[src/drive_ctl_pkg.sv]
// Shared constants for the drive control-state block
package drive_ctl_pkg;
    // Message identifier bases, eleven bits wide
    localparam logic [10:0] ID_SDO_RX = 11'h600;
    localparam logic [10:0] ID_SDO_TX = 11'h580;
    localparam logic [10:0] ID_TPDO1 = 11'h180;
    localparam logic [10:0] ID_TPDO2 = 11'h280;
    localparam logic [10:0] ID_TPDO3 = 11'h380;
    localparam logic [10:0] ID_TPDO4 = 11'h480;
    localparam logic [10:0] ID_RPDO1 = 11'h200;
    localparam logic [10:0] ID_RPDO2 = 11'h300;
    localparam logic [10:0] ID_RPDO3 = 11'h400;
    localparam logic [10:0] ID_RPDO4 = 11'h500;
    localparam logic [10:0] ID_SYNC = 11'h080;
    localparam logic [10:0] ID_EMCY = 11'h080;
    localparam logic [10:0] ID_HBEAT = 11'h700;
    localparam logic [10:0] ID_NMT = 11'h000;
    // Control word commands, low byte with the documented bit meaning
    localparam logic [7:0] CW_SHUTDOWN = 8'h06;
    localparam logic [7:0] CW_SWITCH_ON = 8'h07;
    localparam logic [7:0] CW_ENABLE = 8'h0f;
    localparam logic [7:0] CW_DISABLE_OP = 8'h07;
    localparam int CW_BIT_VOLT = 1;
    localparam int CW_BIT_QSTOP = 2;
    localparam int CW_BIT_RESET = 7;
    // Status word state codes, profile coding
    localparam logic [15:0] SW_NOT_READY = 16'h0000;
    localparam logic [15:0] SW_DISABLED = 16'h0040;
    localparam logic [15:0] SW_READY = 16'h0021;
    localparam logic [15:0] SW_ON = 16'h0023;
    localparam logic [15:0] SW_ENABLED = 16'h0027;
    localparam logic [15:0] SW_QSTOP = 16'h0007;
    localparam logic [15:0] SW_FAULT_REACT = 16'h000f;
    localparam logic [15:0] SW_FAULT = 16'h0008;
    // Timing: lamp half period and built-in reaction times
    localparam int BLINK_HALF_MS = 250;
    localparam int CLK_MHZ = 125;
    localparam int BLINK_HALF_CYC = BLINK_HALF_MS * 1000 * CLK_MHZ;
    localparam int SELFTEST_US = 100;
    localparam int SELFTEST_CYC = SELFTEST_US * CLK_MHZ;
    localparam int REACT_US = 10;
    localparam int REACT_CYC = REACT_US * CLK_MHZ;
    // Profile states, Gray along power-up and enable path
    typedef enum logic [2:0] {
        ST_NOT_READY = 3'h0,
        ST_DISABLED = 3'h1,
        ST_READY = 3'h3,
        ST_ON = 3'h2,
        ST_ENABLED = 3'h6,
        ST_QSTOP = 3'h7,
        ST_FAULT_REACT = 3'h5,
        ST_FAULT = 3'h4
    } drive_state_t;
endpackage : drive_ctl_pkg

[src/drive_state_machine.sv]
// Profile state machine, identifiers and status lamps of the drive
// Contract
// - Service requests arrive on 600h plus node number, only that one.
// - Service responses leave on 580h plus node number.
// - TPDO 180h..480h, RPDO 200h..500h, each plus node number.
// - SYNC 80h, emergency 80h+node, heartbeat 700h+node, NMT zero.
// - State changes only on internal events or control word commands.
// - After initialisation move alone to switch-on-disabled, then wait.
// - Self test in not-ready state; communication enabled only after.
// - No command returns below switch-on-disabled.
// - Status word uses the standard profile state coding.
// - Saving allowed except in operation-enabled and quick-stop states; code also blocks saving in not-ready.
// - Switched-on: power stage ready, no motor power, function off.
// - Operation-enabled: motor power, function on, brake released.
// - Quick-stop-active: motion halted, torque still applied.
// - Fault enters reaction state, then fault; reaction state hidden; code ignores a fault in not-ready.
// - Fault state: function off, fault reset accepted.
// - Extra safety state entered while emergency input applied.
// - Lamps: switched-on blink/off, enabled on/off, quickstop on/on.
// - Not-ready both blink, disabled/ready alternate, safety, comm error.
// - Commands 06h, 07h, 0Fh step to ready, on, enabled.
// - Quick stop command in enabled stops at once, no ramp.
`timescale 1ns/100ps
module drive_state_machine
    import drive_ctl_pkg::*;
#(
    parameter int SELFTEST_CYCLES = SELFTEST_CYC,
    parameter int REACT_CYCLES = REACT_CYC,
    parameter int BLINK_CYCLES = BLINK_HALF_CYC
) (
    // Clock and reset
    input wire logic clk_i,
    input wire logic rst_i,
    // Node address and received message
    input wire logic [6:0] node_number_i,
    input wire logic rx_valid_i,
    input wire logic [10:0] rx_id_i,
    // Control word written by the master
    input wire logic cw_valid_i,
    input wire logic [15:0] cw_i,
    // Internal events, asynchronous pins
    input wire logic fault_i,
    input wire logic emergency_i,
    input wire logic comm_error_i,
    // Identifiers for outgoing and received traffic, own request match
    output logic [10:0] id_sdo_tx_o,
    output logic [10:0] id_emcy_o,
    output logic [10:0] id_hbeat_o,
    output logic [43:0] id_tpdo_o,
    output logic [43:0] id_rpdo_o,
    output logic sdo_hit_o,
    // State report and drive controls
    output logic [15:0] status_word_o,
    output logic comm_enable_o,
    output logic save_allowed_o,
    output logic power_ready_o,
    output logic motor_power_o,
    output logic function_enable_o,
    output logic brake_release_o,
    output logic safety_o,
    // Status lamps
    output logic led_green_o,
    output logic led_yellow_o
);
    initial begin
        if (SELFTEST_CYCLES < 1 || REACT_CYCLES < 1 || BLINK_CYCLES < 2)
            $error("drive_state_machine: counts too small");
    end

    localparam int TW = 32;
    localparam logic [10:0] TX_BASE [4] = '{ID_TPDO1, ID_TPDO2, ID_TPDO3,
                                           ID_TPDO4};
    localparam logic [10:0] RX_BASE [4] = '{ID_RPDO1, ID_RPDO2, ID_RPDO3,
                                           ID_RPDO4};

    // Pin synchronisers, first stage read only by second
    logic [2:0] sync_a;
    logic [2:0] sync_b;
    always_ff @(posedge clk_i or posedge rst_i) begin
        if (rst_i) begin
            sync_a <= 3'h0;
            sync_b <= 3'h0;
        end else begin
            sync_a <= {comm_error_i, emergency_i, fault_i};
            sync_b <= sync_a;
        end
    end
    wire fault_s = sync_b[0];
    wire emerg_s = sync_b[1];
    wire comm_s = sync_b[2];

    // Identifier generation
    logic [10:0] node_ext;
    logic [10:0] next_sdo_tx, next_emcy, next_hbeat;
    logic [43:0] next_tpdo, next_rpdo;
    logic next_hit;
    always_comb begin
        node_ext = {4'h0, node_number_i};
        next_sdo_tx = ID_SDO_TX + node_ext;
        next_emcy = ID_EMCY + node_ext;
        next_hbeat = ID_HBEAT + node_ext;
        next_hit = rx_valid_i && (rx_id_i == ID_SDO_RX + node_ext);
    end
    for (genvar g = 0; g < 4; g++) begin : g_pdo
        assign next_tpdo[g*11 +: 11] = TX_BASE[g] + node_ext;
        assign next_rpdo[g*11 +: 11] = RX_BASE[g] + node_ext;
    end
    always_ff @(posedge clk_i or posedge rst_i) begin
        if (rst_i) begin
            id_sdo_tx_o <= 11'h000;
            id_emcy_o <= 11'h000;
            id_hbeat_o <= 11'h000;
            id_tpdo_o <= 44'h0;
            id_rpdo_o <= 44'h0;
            sdo_hit_o <= 1'b0;
        end else begin
            id_sdo_tx_o <= next_sdo_tx;
            id_emcy_o <= next_emcy;
            id_hbeat_o <= next_hbeat;
            id_tpdo_o <= next_tpdo;
            id_rpdo_o <= next_rpdo;
            sdo_hit_o <= next_hit;
        end
    end

    // Profile state machine with self-test and reaction timer
    drive_state_t state, next_state;
    logic [TW-1:0] tmr, next_tmr;
    logic [7:0] cw;
    always_comb begin
        next_state = state;
        next_tmr = tmr;
        cw = cw_i[7:0];
        unique case (state)
            ST_NOT_READY: begin
                if (tmr >= TW'(SELFTEST_CYCLES - 1))
                    next_state = ST_DISABLED;
                else
                    next_tmr = tmr + 1'b1;
            end
            ST_FAULT_REACT: begin
                if (tmr >= TW'(REACT_CYCLES - 1))
                    next_state = ST_FAULT;
                else
                    next_tmr = tmr + 1'b1;
            end
            ST_FAULT: begin
                if (cw_valid_i && cw_i[CW_BIT_RESET])
                    next_state = ST_DISABLED;
            end
            ST_DISABLED: begin
                if (cw_valid_i && cw == CW_SHUTDOWN)
                    next_state = ST_READY;
            end
            ST_READY: begin
                if (cw_valid_i && cw == CW_SWITCH_ON)
                    next_state = ST_ON;
                else if (cw_valid_i && !cw_i[CW_BIT_VOLT])
                    next_state = ST_DISABLED;
            end
            ST_ON: begin
                if (cw_valid_i && cw == CW_ENABLE)
                    next_state = ST_ENABLED;
                else if (cw_valid_i && cw == CW_SHUTDOWN)
                    next_state = ST_READY;
                else if (cw_valid_i && !cw_i[CW_BIT_VOLT])
                    next_state = ST_DISABLED;
            end
            ST_ENABLED: begin
                if (cw_valid_i && cw_i[CW_BIT_VOLT] && !cw_i[CW_BIT_QSTOP])
                    next_state = ST_QSTOP;
                else if (cw_valid_i && cw == CW_DISABLE_OP)
                    next_state = ST_ON;
                else if (cw_valid_i && cw == CW_SHUTDOWN)
                    next_state = ST_READY;
                else if (cw_valid_i && !cw_i[CW_BIT_VOLT])
                    next_state = ST_DISABLED;
            end
            ST_QSTOP: begin
                if (cw_valid_i && !cw_i[CW_BIT_VOLT])
                    next_state = ST_DISABLED;
            end
        endcase
        if (fault_s && state != ST_NOT_READY && state != ST_FAULT_REACT &&
            state != ST_FAULT) begin
            next_state = ST_FAULT_REACT;
            next_tmr = '0;
        end
    end
    always_ff @(posedge clk_i or posedge rst_i) begin
        if (rst_i) begin
            state <= ST_NOT_READY;
            tmr <= '0;
        end else begin
            state <= next_state;
            tmr <= next_tmr;
        end
    end

    // Outputs except safety_o decoded from next state so they align with the state flop
    logic [15:0] next_sw;
    logic next_save, next_pready, next_mpower, next_func, next_comm;
    always_comb begin
        next_sw = SW_NOT_READY;
        next_save = 1'b0;
        next_pready = 1'b0;
        next_mpower = 1'b0;
        next_func = 1'b0;
        next_comm = next_state != ST_NOT_READY;
        // reaction reported as fault, kept hidden
        unique case (next_state)
            ST_NOT_READY: next_sw = SW_NOT_READY;
            ST_DISABLED: next_sw = SW_DISABLED;
            ST_READY: next_sw = SW_READY;
            ST_ON: next_sw = SW_ON;
            ST_ENABLED: next_sw = SW_ENABLED;
            ST_QSTOP: next_sw = SW_QSTOP;
            ST_FAULT_REACT: next_sw = SW_FAULT;
            ST_FAULT: next_sw = SW_FAULT;
        endcase
        next_save = next_state inside {ST_DISABLED, ST_READY, ST_ON,
                                       ST_FAULT, ST_FAULT_REACT};
        next_pready = next_state inside {ST_ON, ST_ENABLED, ST_QSTOP};
        next_mpower = next_state inside {ST_ENABLED, ST_QSTOP};
        next_func = next_mpower;
    end
    always_ff @(posedge clk_i or posedge rst_i) begin
        if (rst_i) begin
            status_word_o <= SW_NOT_READY;
            save_allowed_o <= 1'b0;
            power_ready_o <= 1'b0;
            motor_power_o <= 1'b0;
            function_enable_o <= 1'b0;
            brake_release_o <= 1'b0;
            comm_enable_o <= 1'b0;
            safety_o <= 1'b0;
        end else begin
            status_word_o <= next_sw;
            save_allowed_o <= next_save;
            power_ready_o <= next_pready;
            motor_power_o <= next_mpower;
            function_enable_o <= next_func;
            brake_release_o <= next_state == ST_ENABLED;
            comm_enable_o <= next_comm;
            safety_o <= emerg_s;
        end
    end

    // Blink timebase; one shared phase keeps lamps in step
    logic [TW-1:0] blink_cnt, next_blink_cnt;
    logic phase, next_phase;
    logic next_green, next_yellow;
    always_comb begin
        next_blink_cnt = blink_cnt + 1'b1;
        next_phase = phase;
        if (blink_cnt >= TW'(BLINK_CYCLES - 1)) begin
            next_blink_cnt = '0;
            next_phase = !phase;
        end
        // init, safety and comm error codes
        if (safety_o) begin
            next_green = 1'b0;
            next_yellow = phase;
        end else if (comm_s) begin
            next_green = 1'b0;
            next_yellow = 1'b1;
        end else begin
            unique case (state)
                ST_NOT_READY: {next_green, next_yellow} = {phase, phase};
                ST_DISABLED, ST_READY:
                    {next_green, next_yellow} = {phase, !phase};
                ST_ON: {next_green, next_yellow} = {phase, 1'b0};
                ST_ENABLED: {next_green, next_yellow} = 2'h2;
                ST_QSTOP: {next_green, next_yellow} = 2'h3;
                ST_FAULT_REACT, ST_FAULT:
                    {next_green, next_yellow} = {phase, phase};
            endcase
        end
    end
    always_ff @(posedge clk_i or posedge rst_i) begin
        if (rst_i) begin
            blink_cnt <= '0;
            phase <= 1'b0;
            led_green_o <= 1'b0;
            led_yellow_o <= 1'b0;
        end else begin
            blink_cnt <= next_blink_cnt;
            phase <= next_phase;
            led_green_o <= next_green;
            led_yellow_o <= next_yellow;
        end
    end

    // Checks
    // shutdown from disabled
    a_shutdown_step: assert property (@(posedge clk_i) disable iff (rst_i)
        state == ST_DISABLED && cw_valid_i && cw == CW_SHUTDOWN && !fault_s
        |=> state == ST_READY && status_word_o == SW_READY)
        else $error("shutdown did not reach ready");
    a_qstop_entry: assert property (@(posedge clk_i) disable iff (rst_i)
        state == ST_ENABLED && cw_valid_i && cw_i[CW_BIT_VOLT] &&
        !cw_i[CW_BIT_QSTOP] && !fault_s |=> state == ST_QSTOP)
        else $error("quick stop not entered");
    a_react_hidden: assert property (@(posedge clk_i) disable iff (rst_i)
        state == ST_FAULT_REACT |-> status_word_o == SW_FAULT)
        else $error("fault reaction visible");
    a_save_block: assert property (@(posedge clk_i) disable iff (rst_i)
        state inside {ST_ENABLED, ST_QSTOP} |-> !save_allowed_o)
        else $error("save allowed while running");
    a_comm_gate: assert property (@(posedge clk_i) disable iff (rst_i)
        state == ST_NOT_READY |-> !comm_enable_o)
        else $error("communication during self test");
    a_on_nopower: assert property (@(posedge clk_i) disable iff (rst_i)
        state == ST_ON |-> power_ready_o && !motor_power_o)
        else $error("switched-on power wrong");
    a_no_reinit: assert property (@(posedge clk_i) disable iff (rst_i)
        state != ST_NOT_READY |=> state != ST_NOT_READY)
        else $error("returned to init state");
    a_sdo_hit: assert property (@(posedge clk_i) disable iff (rst_i)
        rx_valid_i && rx_id_i == ID_SDO_RX + {4'h0, node_number_i}
        |=> sdo_hit_o)
        else $error("own request missed");
endmodule : drive_state_machine

[config.mk]
export PLATFORM = sky130hd
export DESIGN_NAME = drive_state_machine
export DESIGN_NICKNAME = d
export VERILOG_FILES = /design/src/drive_ctl_pkg.sv /design/src/drive_state_machine.sv
export SDC_FILE = /design/constraint.sdc
export NUM_CORES = 1
export LEC_CHECK = 0
export ABC_AREA = 0
export BUFFER_PORTS_ARGS = -buffer_cell sky130_fd_sc_hd__buf_4
export CAP_MARGIN = 30
export CORE_ASPECT_RATIO = 0.6
export CORE_MARGIN = 2
export CORE_UTILIZATION = 45
export CTS_CLUSTER_SIZE = 25
export DETAILED_ROUTE_END_ITERATION = 7
export PLACE_DENSITY = 0.82
export SETUP_SLACK_MARGIN = 0.4
export SYNTH_ARGS = -nofsm -noshare
export SYNTH_HDL_FRONTEND = slang
export SYNTH_SLANG_ARGS = --single-unit
[constraint.sdc]
create_clock -name clk_i -period 4.4 [get_ports clk_i]
set_clock_uncertainty 0.05 [all_clocks]
set_input_delay 0.22 -clock clk_i [delete_from_list [all_inputs] [get_ports clk_i]]
set_output_delay 0.22 -clock clk_i [all_outputs]
set_load 0.02 [all_outputs]
* Word level (Yosys, flattened, before mapping)
Memories as Yosys holds them, arrays and structs flattened. A register that Yosys moved wholly into a read port is not among the register bits. Index checks and enable logic that the tools add are counted.
Cells by class: reductions and logical operators 27, mux-type cells 23, eq/ne operators 22, $lt $le $gt $ge 3, add/subtract/negate cells 14
Operators by type and width (number):
- two-way mux 32 bit | 4
- adder 32 x 1 -> 32 bit (second input constant) | 2
- case mux 32 bit (2 select lines) | 1
- adder 10 x 7 -> 11 bit (first input constant) | 4
- adder 11 x 7 -> 11 bit (first input constant) | 4
- two-way mux 3 bit | 11
- greater-or-equal comparator 32 x 11 -> 1 bit (second input constant) | 1
- greater-or-equal comparator 32 x 14 -> 1 bit (second input constant) | 1
- greater-or-equal comparator 32 x 25 -> 1 bit (second input constant) | 1
- equality test 3 bit (second input constant) | 8
- case mux 3 bit (8 select lines) | 1
- equality test 8 x 3 -> 1 bit (second input constant) | 2
- equality test 3 x 2 -> 1 bit (second input constant) | 4
- inequality test 3 bit (second input constant) | 4
- nonzero test 3 bit | 4
- adder 10 x 8 -> 11 bit (first input constant) | 1
- equality test 11 bit | 1
- logical AND 1 bit | 11
- adder 9 x 7 -> 10 bit (first input constant) | 1
- adder 9 x 8 -> 10 bit (first input constant) | 1
- adder 8 x 7 -> 9 bit (first input constant) | 1
- equality test 8 x 4 -> 1 bit (second input constant) | 1
- equality test 3 x 1 -> 1 bit (second input constant) | 2
- OR reduction 2 bit | 3
- other kinds (10) | 15
Storage, ports and cells: memory bits (read-only) 48, flip-flop bits (word level) 217, logic and storage cells 111, memories 1, input port bits 41
Memory list:
- (name not given) | words 8, bits a word 6, read ports 1, clocked after Yosys merged registers in 1, wr ports 0, line drive_state_machine.sv:211 | unique case (next_state)

* Logic depth before layout (Yosys ltp)
depth after elaboration 10, depth in mapped cells 10

* Worst setup path before layout
Ideal clock, no wire load.
path kind register to register, from register blink_cnt[0], to register blink_cnt[10], cell stages (with the launch flop) 10, setup slack 2.200 ns, library setup time 0.072 ns, clock period less this slack 2.200 ns, arrival time 2.078 ns, path through dfrtp_1 -> ha_1 -> and3_1 -> o31a_1 -> o311ai_0 -> a211oi_1 -> o21a_1 -> clkbuf_1 -> clkbuf_1 -> nor2_1
On the way: longest elaborated chain between the ends 2
Ends and longest elaborated chain:
- start: declaration | line drive_state_machine.sv:250 | logic [TW-1:0] blink_cnt, next_blink_cnt;
- start signal: assignment | line drive_state_machine.sv:287 | blink_cnt <= next_blink_cnt;
- adder 32 x 1 -> 32 bit or greater-or-equal comparator 32 x 25 -> 1 bit (tied branches) | line drive_state_machine.sv:254, drive_state_machine.sv:256
- two-way mux 32 bit (*) | line drive_state_machine.sv:256 | if (blink_cnt >= TW'(BLINK_CYCLES - 1)) begin
- named net next_blink_cnt[10] | line drive_state_machine.sv:250
The timed path passes the listed nets; every way through them passes the cells marked *. A chain may end at the register's enable or synchronous reset.

* Worst setup path in the final report
from register blink_cnt[0], to register phase
On the way: longest elaborated chain between the ends 1
Ends and longest elaborated chain:
- greater-or-equal comparator 32 x 25 -> 1 bit | line drive_state_machine.sv:256
- end signal: assignment | line drive_state_machine.sv:288 | phase <= next_phase;
- end: declaration | line drive_state_machine.sv:251 | logic phase, next_phase;
No other way between the ends.

==> out/results.ini <==
[outcome]
status=completed

[synth]
ys_seq_area_share_pct=47.3
ys_ff_latch=96
syn_inst=515
synth_cell_types=51
synthArstFlopShare_pct=100
synth_area_per_cell_um2=9.86
synth-edff-count=0
synth_warnings=0
synthFlopType=dfrtp_1
synth_top_area_share_pct=47.3
syn_area_mm2=0.00508
synth_top_area_cell=dfrtp_1
synth_area_leaders=dfrtp_1 (47%), buf_4 (18%), nor2_1 (3.6%)

[power]
vdd_drop_max_uv=203
cellLeakagePower_nw=2.81
power_mw=1.97
p_per_area_mw_per_mm2=330

[worst_hold_path]
hold_depth=3
hold_class=in2reg

[die]
ios=188
core_mm2=0.0108
chipWidth_um=141
die_y_um=86.3
rows=29
initial_core_util_pct=47.1
die-area_mm2=0.0122

[critical_path]
crit_family=compound AO/OA/AOI/OAI gates
timing.reg2reg.worst_path_depth=7
max_stage_delay_ns=0.54
cp.arrival_ns=2.80
cp_slowest_cell=o21a_1
crit_fanout=26
crit_buf_inv=0
cp-end-kind=register
crit_type=reg2reg
cp.required_ns=4.55
critical_path_cell_count=7
r2r_slack_ns=1.75
start_kind=register
crit_path_cell_trace=ha_1, and3_1, o31a_1, o311ai_0, a211oi_1, o21a_1, xnor2_1

[cts]
post_cts_resized=0
clock_latency_ns=0.35
clock_sinks=96
clk_pin_slew_ns=0.07
numCtsBuffers=9
cts_tree=yes
cts_root_buf=clkbuf_16
cts.htree.levels=3
cts_buffer_depth=2

[detailed_routing]
ant_nets=0
wl_met3_um=660
vias_per_cell=4.93
drc=0
dr.pass1.iters=5
wirelength_met1_um=4430
drt_first_iter_violations=214
dr_wl_met2_um=5340
wl_per_cell_um=14.4
highest_layer=met4
routed-via-count=3623
totalWireLength_um=10600

[global_route]
grt_usage_pct=17.5
grt_first_pass_wirelength_um=16700
gr-total-overflow=0
grt_pass1_vias=3376
antenna_found_initial=1
grt_max_degree=53

[timing]
rsz0062_at_grt=false
setup_violations=0
setup-tns-final_ns=0
hold_viol=0
worst_pin_slew_ns=1.01
min_period_over_period_pct=60.2
relSlewSlack_pct=32.0
drv_slew=0
fmax_mhz=378
period_minus_slack_ns=2.65

[layout]
final_common_cell=buf_4
final_util_pct=55.6
fillers=858
mostFrequentLayoutCells=buf_4 (150), dfrtp_1 (96), nor2_1 (49)
area_growth_pct=18.0
drive_gt1_share_pct=29.6
layout.nets=635

[placement]
dpl.hpwl_um=7450
io_buffers=147
gp_congestion=0.850

[run]
cap_viol_max_count=0

[worst paths after layout]
path,from,to
setup / recovery,blink_cnt[0],phase
max in group asynchronous,rst_i,blink_cnt[1]
setup reg to reg,blink_cnt[0],phase
hold reg to reg,sync_a[0],sync_b[0]
hold / removal,rx_id_i[8],sdo_hit_o
min in group asynchronous,rst_i,sync_a[2]
[cells in the mapped netlist, types with 4 or more instances]
| cell | instances |
|---|---|
| a21oi_1 | 12 |
| and2_1 | 19 |
| and3_1 | 4 |
| buf_4 | 125 |
| clkbuf_1 | 10 |
| dfrtp_1 | 96 |
| ha_1 | 4 |
| inv_1 | 13 |
| nand2_1 | 35 |
| nand3_1 | 24 |
| nand4_1 | 7 |
| nor2_1 | 49 |
| nor2b_1 | 4 |
| nor3_1 | 5 |
| nor4_1 | 8 |
| o211ai_1 | 6 |
| o21ai_0 | 10 |
| or3_1 | 4 |
| or4_1 | 7 |
| xnor2_1 | 19 |
| xor2_1 | 13 |
[sequential cells by signal, summed over array words and instances, names as in the netlist]
| signal | count |
|---|---|
| blink_cnt | 32 |
| brake_release_o | 1 |
| comm_enable_o | 1 |
| function_enable_o | 1 |
| id_tpdo_o | 8 |
| led_green_o | 1 |
| led_yellow_o | 1 |
| phase | 1 |
| power_ready_o | 1 |
| safety_o | 1 |
| save_allowed_o | 1 |
| sdo_hit_o | 1 |
| state | 2 |
| status_word_o | 6 |
| sync_a | 3 |
| sync_b | 3 |
| tmr | 32 |
[metrics by stage]
stage / std cells / area, µm² / hold slack [ns] / setup slack [ns]
2_1_floorplan: 553 / 5220 / 0.201 / 1.62
3_3_place_gp: 705 / 5540 / 0.281 / 1.87
3_5_place_dp: 706 / 5560 / 0.105 / 1.78
4_1_cts: 734 / 5990 / 0.0620 / 1.74
5_1_grt: 735 / 5990 / 0.0862 / 1.58
6_report: 735 / 5990 / 0.0978 / 1.75
[worst register-to-register path, cell delays in order (launching register included)]
cell and delay, ns:
dfrtp_1 0.40, ha_1 0.25, and3_1 0.25, o31a_1 0.27, o311ai_0 0.36, a211oi_1 0.13, o21a_1 0.54, xnor2_1 0.26
[cells by family after synthesis]
logic type	Yosys count	share of synthesized area, %
AO/OA/AOI/OAI	50	6.70
XOR/XNOR	32	5.52
adder cells (fa/ha/maj)	4	0.986
buffers and inverters	150	20.4
flip-flops	96	47.3
multiplexers	3	0.838
other	2	0.148
AND/OR/NAND/NOR	178	18.1
[metal layers]
| metal | vias to the layer above | GRT usage (%) |
|---|---|---|
| li1 | 1715 | - |
| met1 | 1754 | 22.3 |
| met2 | 142 | 28.9 |
| met3 | 12 | 6.08 |
| met4 | 0 | 4.45 |
| met5 | - | 0 |
[cell type report]
class | instances | area, µm² | share of cell area (%)
Clock buffer | 9 | 225 | 3.76
Clock inverter | 7 | 77.6 | 1.30
Multi-Input combinational cell | 307 | 1780 | 29.8
Inverter | 13 | 50.0 | 0.836
Antenna cell | 1 | 2.50 | 0.0418
Tap cell | 139 | 174 | 2.90
Timing Repair Buffer | 163 | 1270 | 21.3
Sequential cell | 96 | 2400 | 40.1
[timing repair]
| action | 4_1_cts | 5_1_grt |
|---|---|---|
| hold endpoints to repair | 20 | 0 |
| setup endpoints to repair | 0 | 0 |
| hold buffers | 12 | 0 |
| buffers inserted | 0 | 0 |
[report_power, final]
| part | switching, mW | total (mW) | leakage [nW] | internal, mW |
|---|---|---|---|---|
| Clock | 0.336 | 0.780 | 0.135 | 0.444 |
| Combinational | 0.159 | 0.268 | 1.43 | 0.109 |
| Sequential | 0.0236 | 0.926 | 1.24 | 0.902 |
Note: power is estimated with default switching activity, not from simulation.
